`config.mk`:
```
export PLATFORM = sky130hd
export DESIGN_NAME = host_msg_port
export DESIGN_NICKNAME = d
export VERILOG_FILES = /design/src/host_port_pkg.sv /design/src/byte_stream_if.sv /design/src/resp_fifo.sv /design/src/host_msg_port.sv
export VERILOG_INCLUDE_DIRS = /design/src
export SDC_FILE = /design/constraint.sdc
export NUM_CORES = 1
export LEC_CHECK = 0
export CAP_MARGIN = 20
export CORE_AREA = 4 4 173 175
export CTS_CLUSTER_DIAMETER = 150
export DETAILED_ROUTE_END_ITERATION = 6
export DIE_AREA = 0 0 177 179
export DONT_BUFFER_PORTS = 1
export PLACE_DENSITY = 0.88
export SYNTH_ARGS = -nofsm -noshare
export SYNTH_HDL_FRONTEND = slang
export SYNTH_SLANG_ARGS = --single-unit
```
`constraint.sdc`:
```
create_clock -name clk_i -period 10.54 [get_ports clk_i]
set_input_delay 0.527 -clock clk_i [delete_from_list [all_inputs] [get_ports clk_i]]
set_output_delay 0.527 -clock clk_i [all_outputs]
set_load 0.1 [all_outputs]
```
`src/host_port_map.svh`:
```
// Offsets, field positions, lengths and reset values of the host port.
// Included by the package and by every design file that needs a figure.
`ifndef HOST_PORT_MAP_SVH
`define HOST_PORT_MAP_SVH

// ****************************************************************
// Register address codes on the two address pins
// ****************************************************************
`define ADDR_MSG        2'h0
`define ADDR_CTL        2'h1
`define ADDR_PCM        2'h2
`define ADDR_CMP        2'h3

// ****************************************************************
// Control/status field positions and reserved value
// ****************************************************************
`define CTL_BIT_IN_BUSY 2
`define CTL_BIT_OUT_RDY 1
`define CTL_RESERVED    8'h00

// ****************************************************************
// Exchange lengths
// ****************************************************************
`define BOOT_WR_LEN     3'h3
`define RUN_RESP_LEN    3'h6

// ****************************************************************
// Widths, depth and pin reset values
// ****************************************************************
`define BYTE_W          8
`define FIFO_DEPTH      32
`define FIFO_AW         5
`define PIN_W           13
`define PIN_IDLE        13'h1C00
`define BYTE_ZERO       8'h00

`endif

```
`src/host_port_pkg.sv`:
```
// Types shared by the host port, its monitor and the bench models.
// Assumes the map header sits in the same folder.
`include "host_port_map.svh"

package host_port_pkg;

	// Raw pin bundle: {cs_n, wr_n, rd_n, addr[1:0], data[7:0]}
	typedef logic [`PIN_W-1:0]  pin_vec_t;
	typedef logic [`BYTE_W-1:0] byte_t;

	// Complete state of the port front end
	typedef struct packed {
		pin_vec_t s1;          // First synchroniser stage
		pin_vec_t s2;          // Second stage
		pin_vec_t s3;          // Third stage
		pin_vec_t filt;        // Agreed pin levels
		pin_vec_t filt_d;      // Agreed levels one cycle back
		byte_t    msg_in;      // Byte written by the host
		byte_t    msg_out;     // Byte waiting for the host
		logic     in_busy;     // Inbound byte not yet taken
		logic     out_rdy;     // Outbound byte valid
		logic     irq_n;       // Message interrupt line
		logic [2:0] boot_wr;   // Boot bytes written since reply
		logic [2:0] run_rd;    // Run-time bytes read in message
		logic     resp_done;   // Whole run-time response read
		byte_t    dout;        // Read data on the pins
		logic     dout_oe;     // Pin drive enable
		byte_t    pcm;         // Last audio data byte
		logic     pcm_stb;     // Audio data strobe
		byte_t    cmp;         // Last compressed data byte
		logic     cmp_stb;     // Compressed data strobe
	} port_state_t;

endpackage

```
`src/byte_stream_if.sv`:
```
// Valid/ready byte stream joining the port and its response buffer.
// Both ends share one clock; no crossing happens here.
`timescale 1ns/1ps

interface byte_stream_if;
	logic [7:0] data;   // Byte on offer
	logic       valid;  // Offer stands
	logic       ready;  // Taker accepts

	modport src (output data, output valid, input ready);
	modport snk (input data, input valid, output ready);
endinterface

```
`src/resp_fifo.sv`:
```
// Flip-flop FIFO holding response bytes on their way to the host.
// Assumes one clock; push and pop sides speak valid/ready.
`timescale 1ns/1ps

module resp_fifo #(
	parameter int W  = 8,                  // Word width
	parameter int D  = 32,                 // Depth in words
	parameter int AW = 5                   // Index width
) (
	input  wire logic    clk_i,            // Core clock
	input  wire logic    rst_n_i,          // Sync reset, active low
	input  wire logic    ce_i,             // Clock enable
	input  wire logic [W-1:0] in_data_i,   // Push data
	input  wire logic    in_valid_i,       // Push request
	output logic         in_ready_o,       // Room for a word
	byte_stream_if.src   out_s             // Pop side
);
	// ****************************************************************
	// State
	// ****************************************************************
	typedef struct packed {
		logic [D-1:0][W-1:0] mem;  // Storage
		logic [AW-1:0] wp;         // Write index
		logic [AW-1:0] rp;         // Read index
		logic [AW:0]   cnt;        // Words held
		logic          nfull;      // Room left
		logic          nempty;     // Word ready
	} fifo_state_t;

	fifo_state_t s_r;    // Registered state
	fifo_state_t s_nxt;  // Next state

	// Flags are registered so in_ready_o and out_s.valid come from flip-flops
	assign in_ready_o   = s_r.nfull;
	assign out_s.valid  = s_r.nempty;
	assign out_s.data   = s_r.mem[s_r.rp];

	// Next state
	always_comb begin
		logic push;
		logic pop;
		logic [AW:0] c;
		push  = in_valid_i & s_r.nfull;
		pop   = out_s.ready & s_r.nempty;
		c     = s_r.cnt;
		s_nxt = s_r;
		if (push) begin
			s_nxt.mem[s_r.wp] = in_data_i;
			s_nxt.wp = s_r.wp + AW'(1);
		end
		if (pop) begin
			s_nxt.rp = s_r.rp + AW'(1);
		end
		// Count moves only when one side acts alone
		if (push && !pop) begin
			c = s_r.cnt + (AW+1)'(1);
		end else if (pop && !push) begin
			c = s_r.cnt - (AW+1)'(1);
		end
		s_nxt.cnt    = c;
		s_nxt.nfull  = (c != (AW+1)'(D));
		s_nxt.nempty = (c != '0);
	end

	// Register; storage needs no reset
	always_ff @(posedge clk_i) begin
		if (!rst_n_i) begin
			s_r        <= s_nxt;
			s_r.wp     <= '0;
			s_r.rp     <= '0;
			s_r.cnt    <= '0;
			s_r.nfull  <= 1'b1;
			s_r.nempty <= 1'b0;
		end else if (ce_i) begin
			s_r <= s_nxt;
		end
	end
endmodule // resp_fifo

```
`src/host_msg_port.sv`:
```
// Byte-wide parallel host message port: pin front end, message and
// control/status registers, audio byte strobes, response buffer.
// Assumes pins come from another clock domain and that the DSP side
// runs on clk_i.
`timescale 1ns/1ps

`include "host_port_map.svh"

module host_msg_port (
	input  wire logic  clk_i,                    // Core clock 200 MHz
	input  wire logic  rst_n_i,                  // Sync reset, active low
	input  wire logic  ce_i,                     // Clock enable
	input  wire logic  cs_n_i,                   // Chip select pin
	input  wire logic  wr_n_i,                   // Write strobe pin
	input  wire logic  rd_n_i,                   // Read strobe pin
	input  wire logic [1:0] addr_i,              // Register code pins
	input  wire host_port_pkg::byte_t data_i,    // Data pins in
	output host_port_pkg::byte_t data_o,         // Data pins out
	output logic       data_oe_o,                // Data pins driven
	output logic       message_irq_n_o,          // Message interrupt
	input  wire logic  boot_mode_i,              // Boot exchange phase
	input  wire logic  irq_notify_en_i,          // Notification enabled
	input  wire logic  dsp_in_isr_i,             // DSP in service routine
	output host_port_pkg::byte_t cmd_byte_o,     // Inbound control byte
	output logic       cmd_valid_o,              // Inbound byte waiting
	input  wire logic  cmd_take_i,               // DSP takes the byte
	input  wire host_port_pkg::byte_t resp_byte_i, // Outbound byte
	input  wire logic  resp_valid_i,             // Outbound byte offered
	output logic       resp_ready_o,             // Buffer has room
	output logic       resp_done_o,              // Six-byte reply read
	output logic       input_busy_flag_o,        // Busy status
	output logic       output_ready_flag_o,      // Ready status
	output host_port_pkg::byte_t pcm_input_byte_o,        // Audio byte
	output logic       pcm_strobe_o,             // Audio byte pulse
	output host_port_pkg::byte_t compressed_input_byte_o, // Coded byte
	output logic       compressed_strobe_o       // Coded byte pulse
);
	import host_port_pkg::*;

	// ****************************************************************
	// Decode helpers
	// ****************************************************************

	// Only the message and control codes answer a read
	function automatic logic readable(input logic [1:0] a);
		readable = (a == `ADDR_MSG) || (a == `ADDR_CTL);
	endfunction

	// A strobe is active while chip select and it are both low
	function automatic logic active(input pin_vec_t p, input int idx);
		active = !p[12] && !p[idx];
	endfunction

	// ****************************************************************
	// State and response buffer
	// ****************************************************************
	port_state_t   s_r;     // Registered state
	port_state_t   s_nxt;   // Next state
	byte_stream_if rq ();   // Buffer to message register

	resp_fifo #(
		.W  (`BYTE_W),
		.D  (`FIFO_DEPTH),
		.AW (`FIFO_AW)
	) u_fifo (
		.clk_i      (clk_i),
		.rst_n_i    (rst_n_i),
		.ce_i       (ce_i),
		.in_data_i  (resp_byte_i),
		.in_valid_i (resp_valid_i),
		.in_ready_o (resp_ready_o),
		.out_s      (rq)
	);

	// Outputs straight from state flip-flops
	assign data_o                  = s_r.dout;
	assign data_oe_o               = s_r.dout_oe;
	assign message_irq_n_o         = s_r.irq_n;
	assign cmd_byte_o              = s_r.msg_in;
	assign cmd_valid_o             = s_r.in_busy;
	assign resp_done_o             = s_r.resp_done;
	assign input_busy_flag_o       = s_r.in_busy;
	assign output_ready_flag_o     = s_r.out_rdy;
	assign pcm_input_byte_o        = s_r.pcm;
	assign pcm_strobe_o            = s_r.pcm_stb;
	assign compressed_input_byte_o = s_r.cmp;
	assign compressed_strobe_o     = s_r.cmp_stb;

	// ****************************************************************
	// Next-state logic
	// ****************************************************************
	always_comb begin
		logic       wr_end;   // Write cycle just finished
		logic       rd_beg;   // Read cycle just started
		logic       rd_end;   // Read cycle just finished
		logic [1:0] a_old;    // Address held during the cycle
		byte_t      d_old;    // Data held during the cycle
		logic       load;     // Buffer byte moves to message reg
		byte_t      ctl;      // Control/status image
		wr_end = 1'b0;
		rd_beg = 1'b0;
		rd_end = 1'b0;
		a_old  = s_r.filt_d[9:8];
		d_old  = s_r.filt_d[7:0];
		load   = 1'b0;
		ctl    = `CTL_RESERVED;
		s_nxt  = s_r;

		// Three-stage synchroniser; a level counts once 2 and 3 agree
		s_nxt.s1     = {cs_n_i, wr_n_i, rd_n_i, addr_i, data_i};
		s_nxt.s2     = s_r.s1;
		s_nxt.s3     = s_r.s2;
		s_nxt.filt   = (~(s_r.s2 ^ s_r.s3) & s_r.s3)
		             | ((s_r.s2 ^ s_r.s3) & s_r.filt);
		s_nxt.filt_d = s_r.filt;

		// Edges on the agreed levels; data taken from the held copy
		wr_end = active(s_r.filt_d, 11) && !active(s_r.filt, 11);
		rd_beg = !active(s_r.filt_d, 10) && active(s_r.filt, 10);
		rd_end = active(s_r.filt_d, 10) && !active(s_r.filt, 10);

		// Strobes last one cycle
		s_nxt.pcm_stb   = 1'b0;
		s_nxt.cmp_stb   = 1'b0;
		s_nxt.resp_done = 1'b0;

		// DSP consumes the inbound byte, never inside its ISR
		if (cmd_take_i && !dsp_in_isr_i) begin
			s_nxt.in_busy = 1'b0;
		end

		// Host write decode; a set outranks a same-cycle take
		if (wr_end && a_old == `ADDR_MSG) begin
			// Messages and images alike, byte by byte in arrival order
			s_nxt.msg_in  = d_old;
			s_nxt.in_busy = 1'b1;
			if (boot_mode_i && s_r.boot_wr != `BOOT_WR_LEN) begin
				s_nxt.boot_wr = s_r.boot_wr + 3'h1;
			end
		end else if (wr_end && a_old == `ADDR_PCM) begin
			s_nxt.pcm     = d_old;
			s_nxt.pcm_stb = 1'b1;
		end else if (wr_end && a_old == `ADDR_CMP) begin
			s_nxt.cmp     = d_old;
			s_nxt.cmp_stb = 1'b1;
		end

		// Control/status image seen by the host
		ctl[`CTL_BIT_IN_BUSY] = s_r.in_busy;
		ctl[`CTL_BIT_OUT_RDY] = s_r.out_rdy;

		// Read data latched at the start and held to the end
		if (rd_beg) begin
			s_nxt.dout_oe = readable(s_r.filt[9:8]);
			if (s_r.filt[9:8] == `ADDR_MSG) begin
				s_nxt.dout = s_r.msg_out;
			end else if (s_r.filt[9:8] == `ADDR_CTL) begin
				s_nxt.dout = ctl;
			end else begin
				s_nxt.dout = `BYTE_ZERO;
			end
		end else if (rd_end) begin
			s_nxt.dout_oe = 1'b0;
		end

		// Completed read of the message register frees it
		if (rd_end && a_old == `ADDR_MSG && s_r.out_rdy) begin
			s_nxt.out_rdy = 1'b0;
			if (!boot_mode_i) begin
				// Count bytes of a run-time reply
				if (s_r.run_rd == `RUN_RESP_LEN - 3'h1) begin
					s_nxt.run_rd    = 3'h0;
					s_nxt.resp_done = 1'b1;
				end else begin
					s_nxt.run_rd = s_r.run_rd + 3'h1;
				end
			end
		end

		// Refill message register; boot waits for the three writes.
		// A read end and a load never meet: load needs ready low.
		if (!s_r.out_rdy && rq.valid) begin
			load = !boot_mode_i || s_r.boot_wr == `BOOT_WR_LEN;
		end
		rq.ready = load;
		if (load) begin
			s_nxt.msg_out = rq.data;
			s_nxt.out_rdy = 1'b1;
			if (boot_mode_i) begin
				s_nxt.boot_wr = 3'h0;
			end
		end

		// Interrupt mirrors ready when enabled, silent during boot
		s_nxt.irq_n = !(irq_notify_en_i && !boot_mode_i
		                && s_nxt.out_rdy);
		if (boot_mode_i) begin
			s_nxt.run_rd = 3'h0;
		end
	end

	// ****************************************************************
	// State register
	// ****************************************************************

	// Reset leaves every flag idle and pins released
	always_ff @(posedge clk_i) begin
		if (!rst_n_i) begin
			s_r           <= '0;
			s_r.s1        <= `PIN_IDLE;
			s_r.s2        <= `PIN_IDLE;
			s_r.s3        <= `PIN_IDLE;
			s_r.filt      <= `PIN_IDLE;
			s_r.filt_d    <= `PIN_IDLE;
			s_r.irq_n     <= 1'b1;
		end else if (ce_i) begin
			s_r <= s_nxt;
		end
	end
endmodule // host_msg_port

```
==> reports/results.ini <==
[global_route]
antenna_found_initial = 0
grt_max_degree = 257
grt_pass1_wl_um = 74000
overflow = 0
grtUsageTotal_pct = 29.5
first_global_vias = 13300

[cells_and_area]
fin_nets = 1649
n_fill_cell = 1799
final_core_util_pct = 72.5
drive_above_1_share_pct = 11.6
layout_common_cells = nor2_1, edfxtp_1, mux2i_1
area_growth_pct = 5.99
final_common_cell = nor2_1
antenna_cells = 0
instances_no_fill = 2024
seq_area_um2 = 10400
multi_input_area_um2 = 8260

[clocking]
cts_max_level = 2
cts_made_buffers = 40
postCtsSetupBuffers = 0
cts_tree = built
clk_pin_slew_ns = 0.06
clock-sinks = 392
cts_resized = 0
cts_root_buffer = clkbuf_16
cts_max_path_buffers = 3
hold_buffers = 0
insertion_delay_ns = 0.56

[logic_synthesis]
synth_nets = 1749
synth_seq_cells = 392
avgSynthCellArea_um2 = 11.4
synth_edf_count = 256
synth_top_area_share_pct = 39.5
ys_warn_count = 0
synthCells = 1709
yosysTopAreaCell = edfxtp_1
seq_area_frac_synth_pct = 53.5
synth_area_leaders = edfxtp_1, dfxtp_1, mux2i_1, mux4_2, nor2_1
synthFlopType = edfxtp_1
synth_area_um2 = 19500
synthArstFlopShare_pct = 0
ys_types = 51

[timing]
finalMaxSlewViolations = 0
rsz0062_at_grt = no
final.min_clock_period_ns = 2.91
finalClockSkew_ns = 0.0266
setup-violations-final = 0
min_period_over_period_pct = 27.6
tightestPinTransition_ns = 1.30
slew_headroom_pct = 13.2
hold_viol_final = 0
max_freq_ghz = 0.344
fin_ws_ns = 7.63
tns_ns = 0

[drt]
ant_nets = 0
dr.pass1.iters = 6
via_per_inst = 6.79
drc = 0
wire_per_inst_um = 23.5
wl_um = 47500
routed-via-count = 13700
drt-initial-drc-count = 2290

[die]
io_pins = 70
die_h_um = 179
num_rows = 62
die_area_um2 = 31700
die_w_um = 177
design.core.area_um2 = 28500
start_util_pct = 68.4

[worst_setup_path]
cp_max_fo = 28
critPathMaxStageDelay_ns = 0.83
cp-startpoint = u_fifo.s_r[15]
path_buf_inv = 0
crit_path_top_delay_cell = nand3_1
crit_arrival_ns = 3.17
worstPathCellList = nand3_1 -> nor2_2 -> mux2i_1 -> nor2_1
path_class = reg -> reg
path_delay_family = simple AND/OR/NAND/NOR gates
cp-start-kind = register
r2r-start = u_fifo.s_r[15]
worstPathRequired_ns = 10.80
cp-end-kind = register

[power_and_ir_drop]
p_total_mw = 3.56
powerDensity_nw_per_um2 = 173
vdd_ir_drop_max_mv = 0.125
leakagePower_nw = 7.83

[placed_design]
dpl_worst_slack_ns = 7.57
placedCellCount = 1951
portBuffers = 0
dp_hpwl_um = 28200
gp_congestion = 0.890

[hold_path]
hold_path.startpoint = rst_n_i
hp-class = in -> reg

[run_status]
outcome = finished, final reports clean

[run]
maxCapViolCount = 0

sequential cells by signal, indices dropped and copies added, names as in the netlist, 8 cells and up, named ones only:
signal	count
s_nxt	26
u_fifo.s_r	272
s_r	38
compressed_input_byte_o	8
data_o	8
cmd_byte_o	8
pcm_input_byte_o	8
metal layers:
layer  track usage (%)  vias up  share of wire, %
met3              5.74      150                11
met5                 0        -                 0
met1              39.7     6701                37
met2              48.2      927                48
met4              11.3        0               3.8
li1                  -     5971                 -
per-stage QoR:
step | hold WS, ns | area [um2]
2_1_floorplan | 0.424 | 19500
3_3_place_gp | 0.440 | 19300
3_5_place_dp | 0.450 | 19300
4_1_cts | 0.0460 | 20600
5_1_grt | 0.0448 | 20600
6_report | 0.0625 | 20600
path summary, 6_finish.rpt:
| kind | slack (ns) | depth (start not counted) | endpoint |
|---|---|---|---|
| worst min register to register | 0.47 | 2 | register |
| worst max register to register | 7.63 | 4 | u_fifo.s_r[272] |
| worst min-delay path | 0.06 | 1 | s_nxt[103] |
| worst max-delay path | 7.63 | 4 | u_fifo.s_r[272] |
final cells by class:
| cell class | count | area share, % |
|---|---|---|
| Clock buffer | 53 | 5.64 |
| Clock inverter | 20 | 0.631 |
| Inverter | 12 | 0.261 |
| Multi-Input combinational cell | 1148 | 40.0 |
| Sequential cell | 392 | 50.5 |
| Tap cell | 384 | 2.33 |
| Timing Repair Buffer | 15 | 0.606 |
power by group:
group / internal [mW] / switching (mW) / leakage, nW
clock network: 0.802 / 0.597 / 0.645
registers: 1.79 / 0.0799 / 3.87
logic: 0.134 / 0.162 / 3.31
cell families after synthesis:
logic type,after synthesis,synth area share [%]
buffers and inverters,169,4.15
multiplexers,344,22.4
XOR/XNOR,13,0.585
adder cells (fa/ha/maj),11,0.707
AO/OA/AOI/OAI,214,6.09
flip-flops,392,53.5
AND/OR/NAND/NOR,566,12.6
synthesized netlist by cell type (all sizes together), types with 12 or more instances:
master / n
nor2: 303
edfxtp: 256
o21ai: 53
a22oi: 12
inv: 12
mux4: 72
mux2: 17
clkbuf: 89
nand3: 65
a21oi: 111
buf: 68
nand2: 144
mux2i: 255
dfxtp: 136
Note: power is estimated with default switching activity, not from simulation.
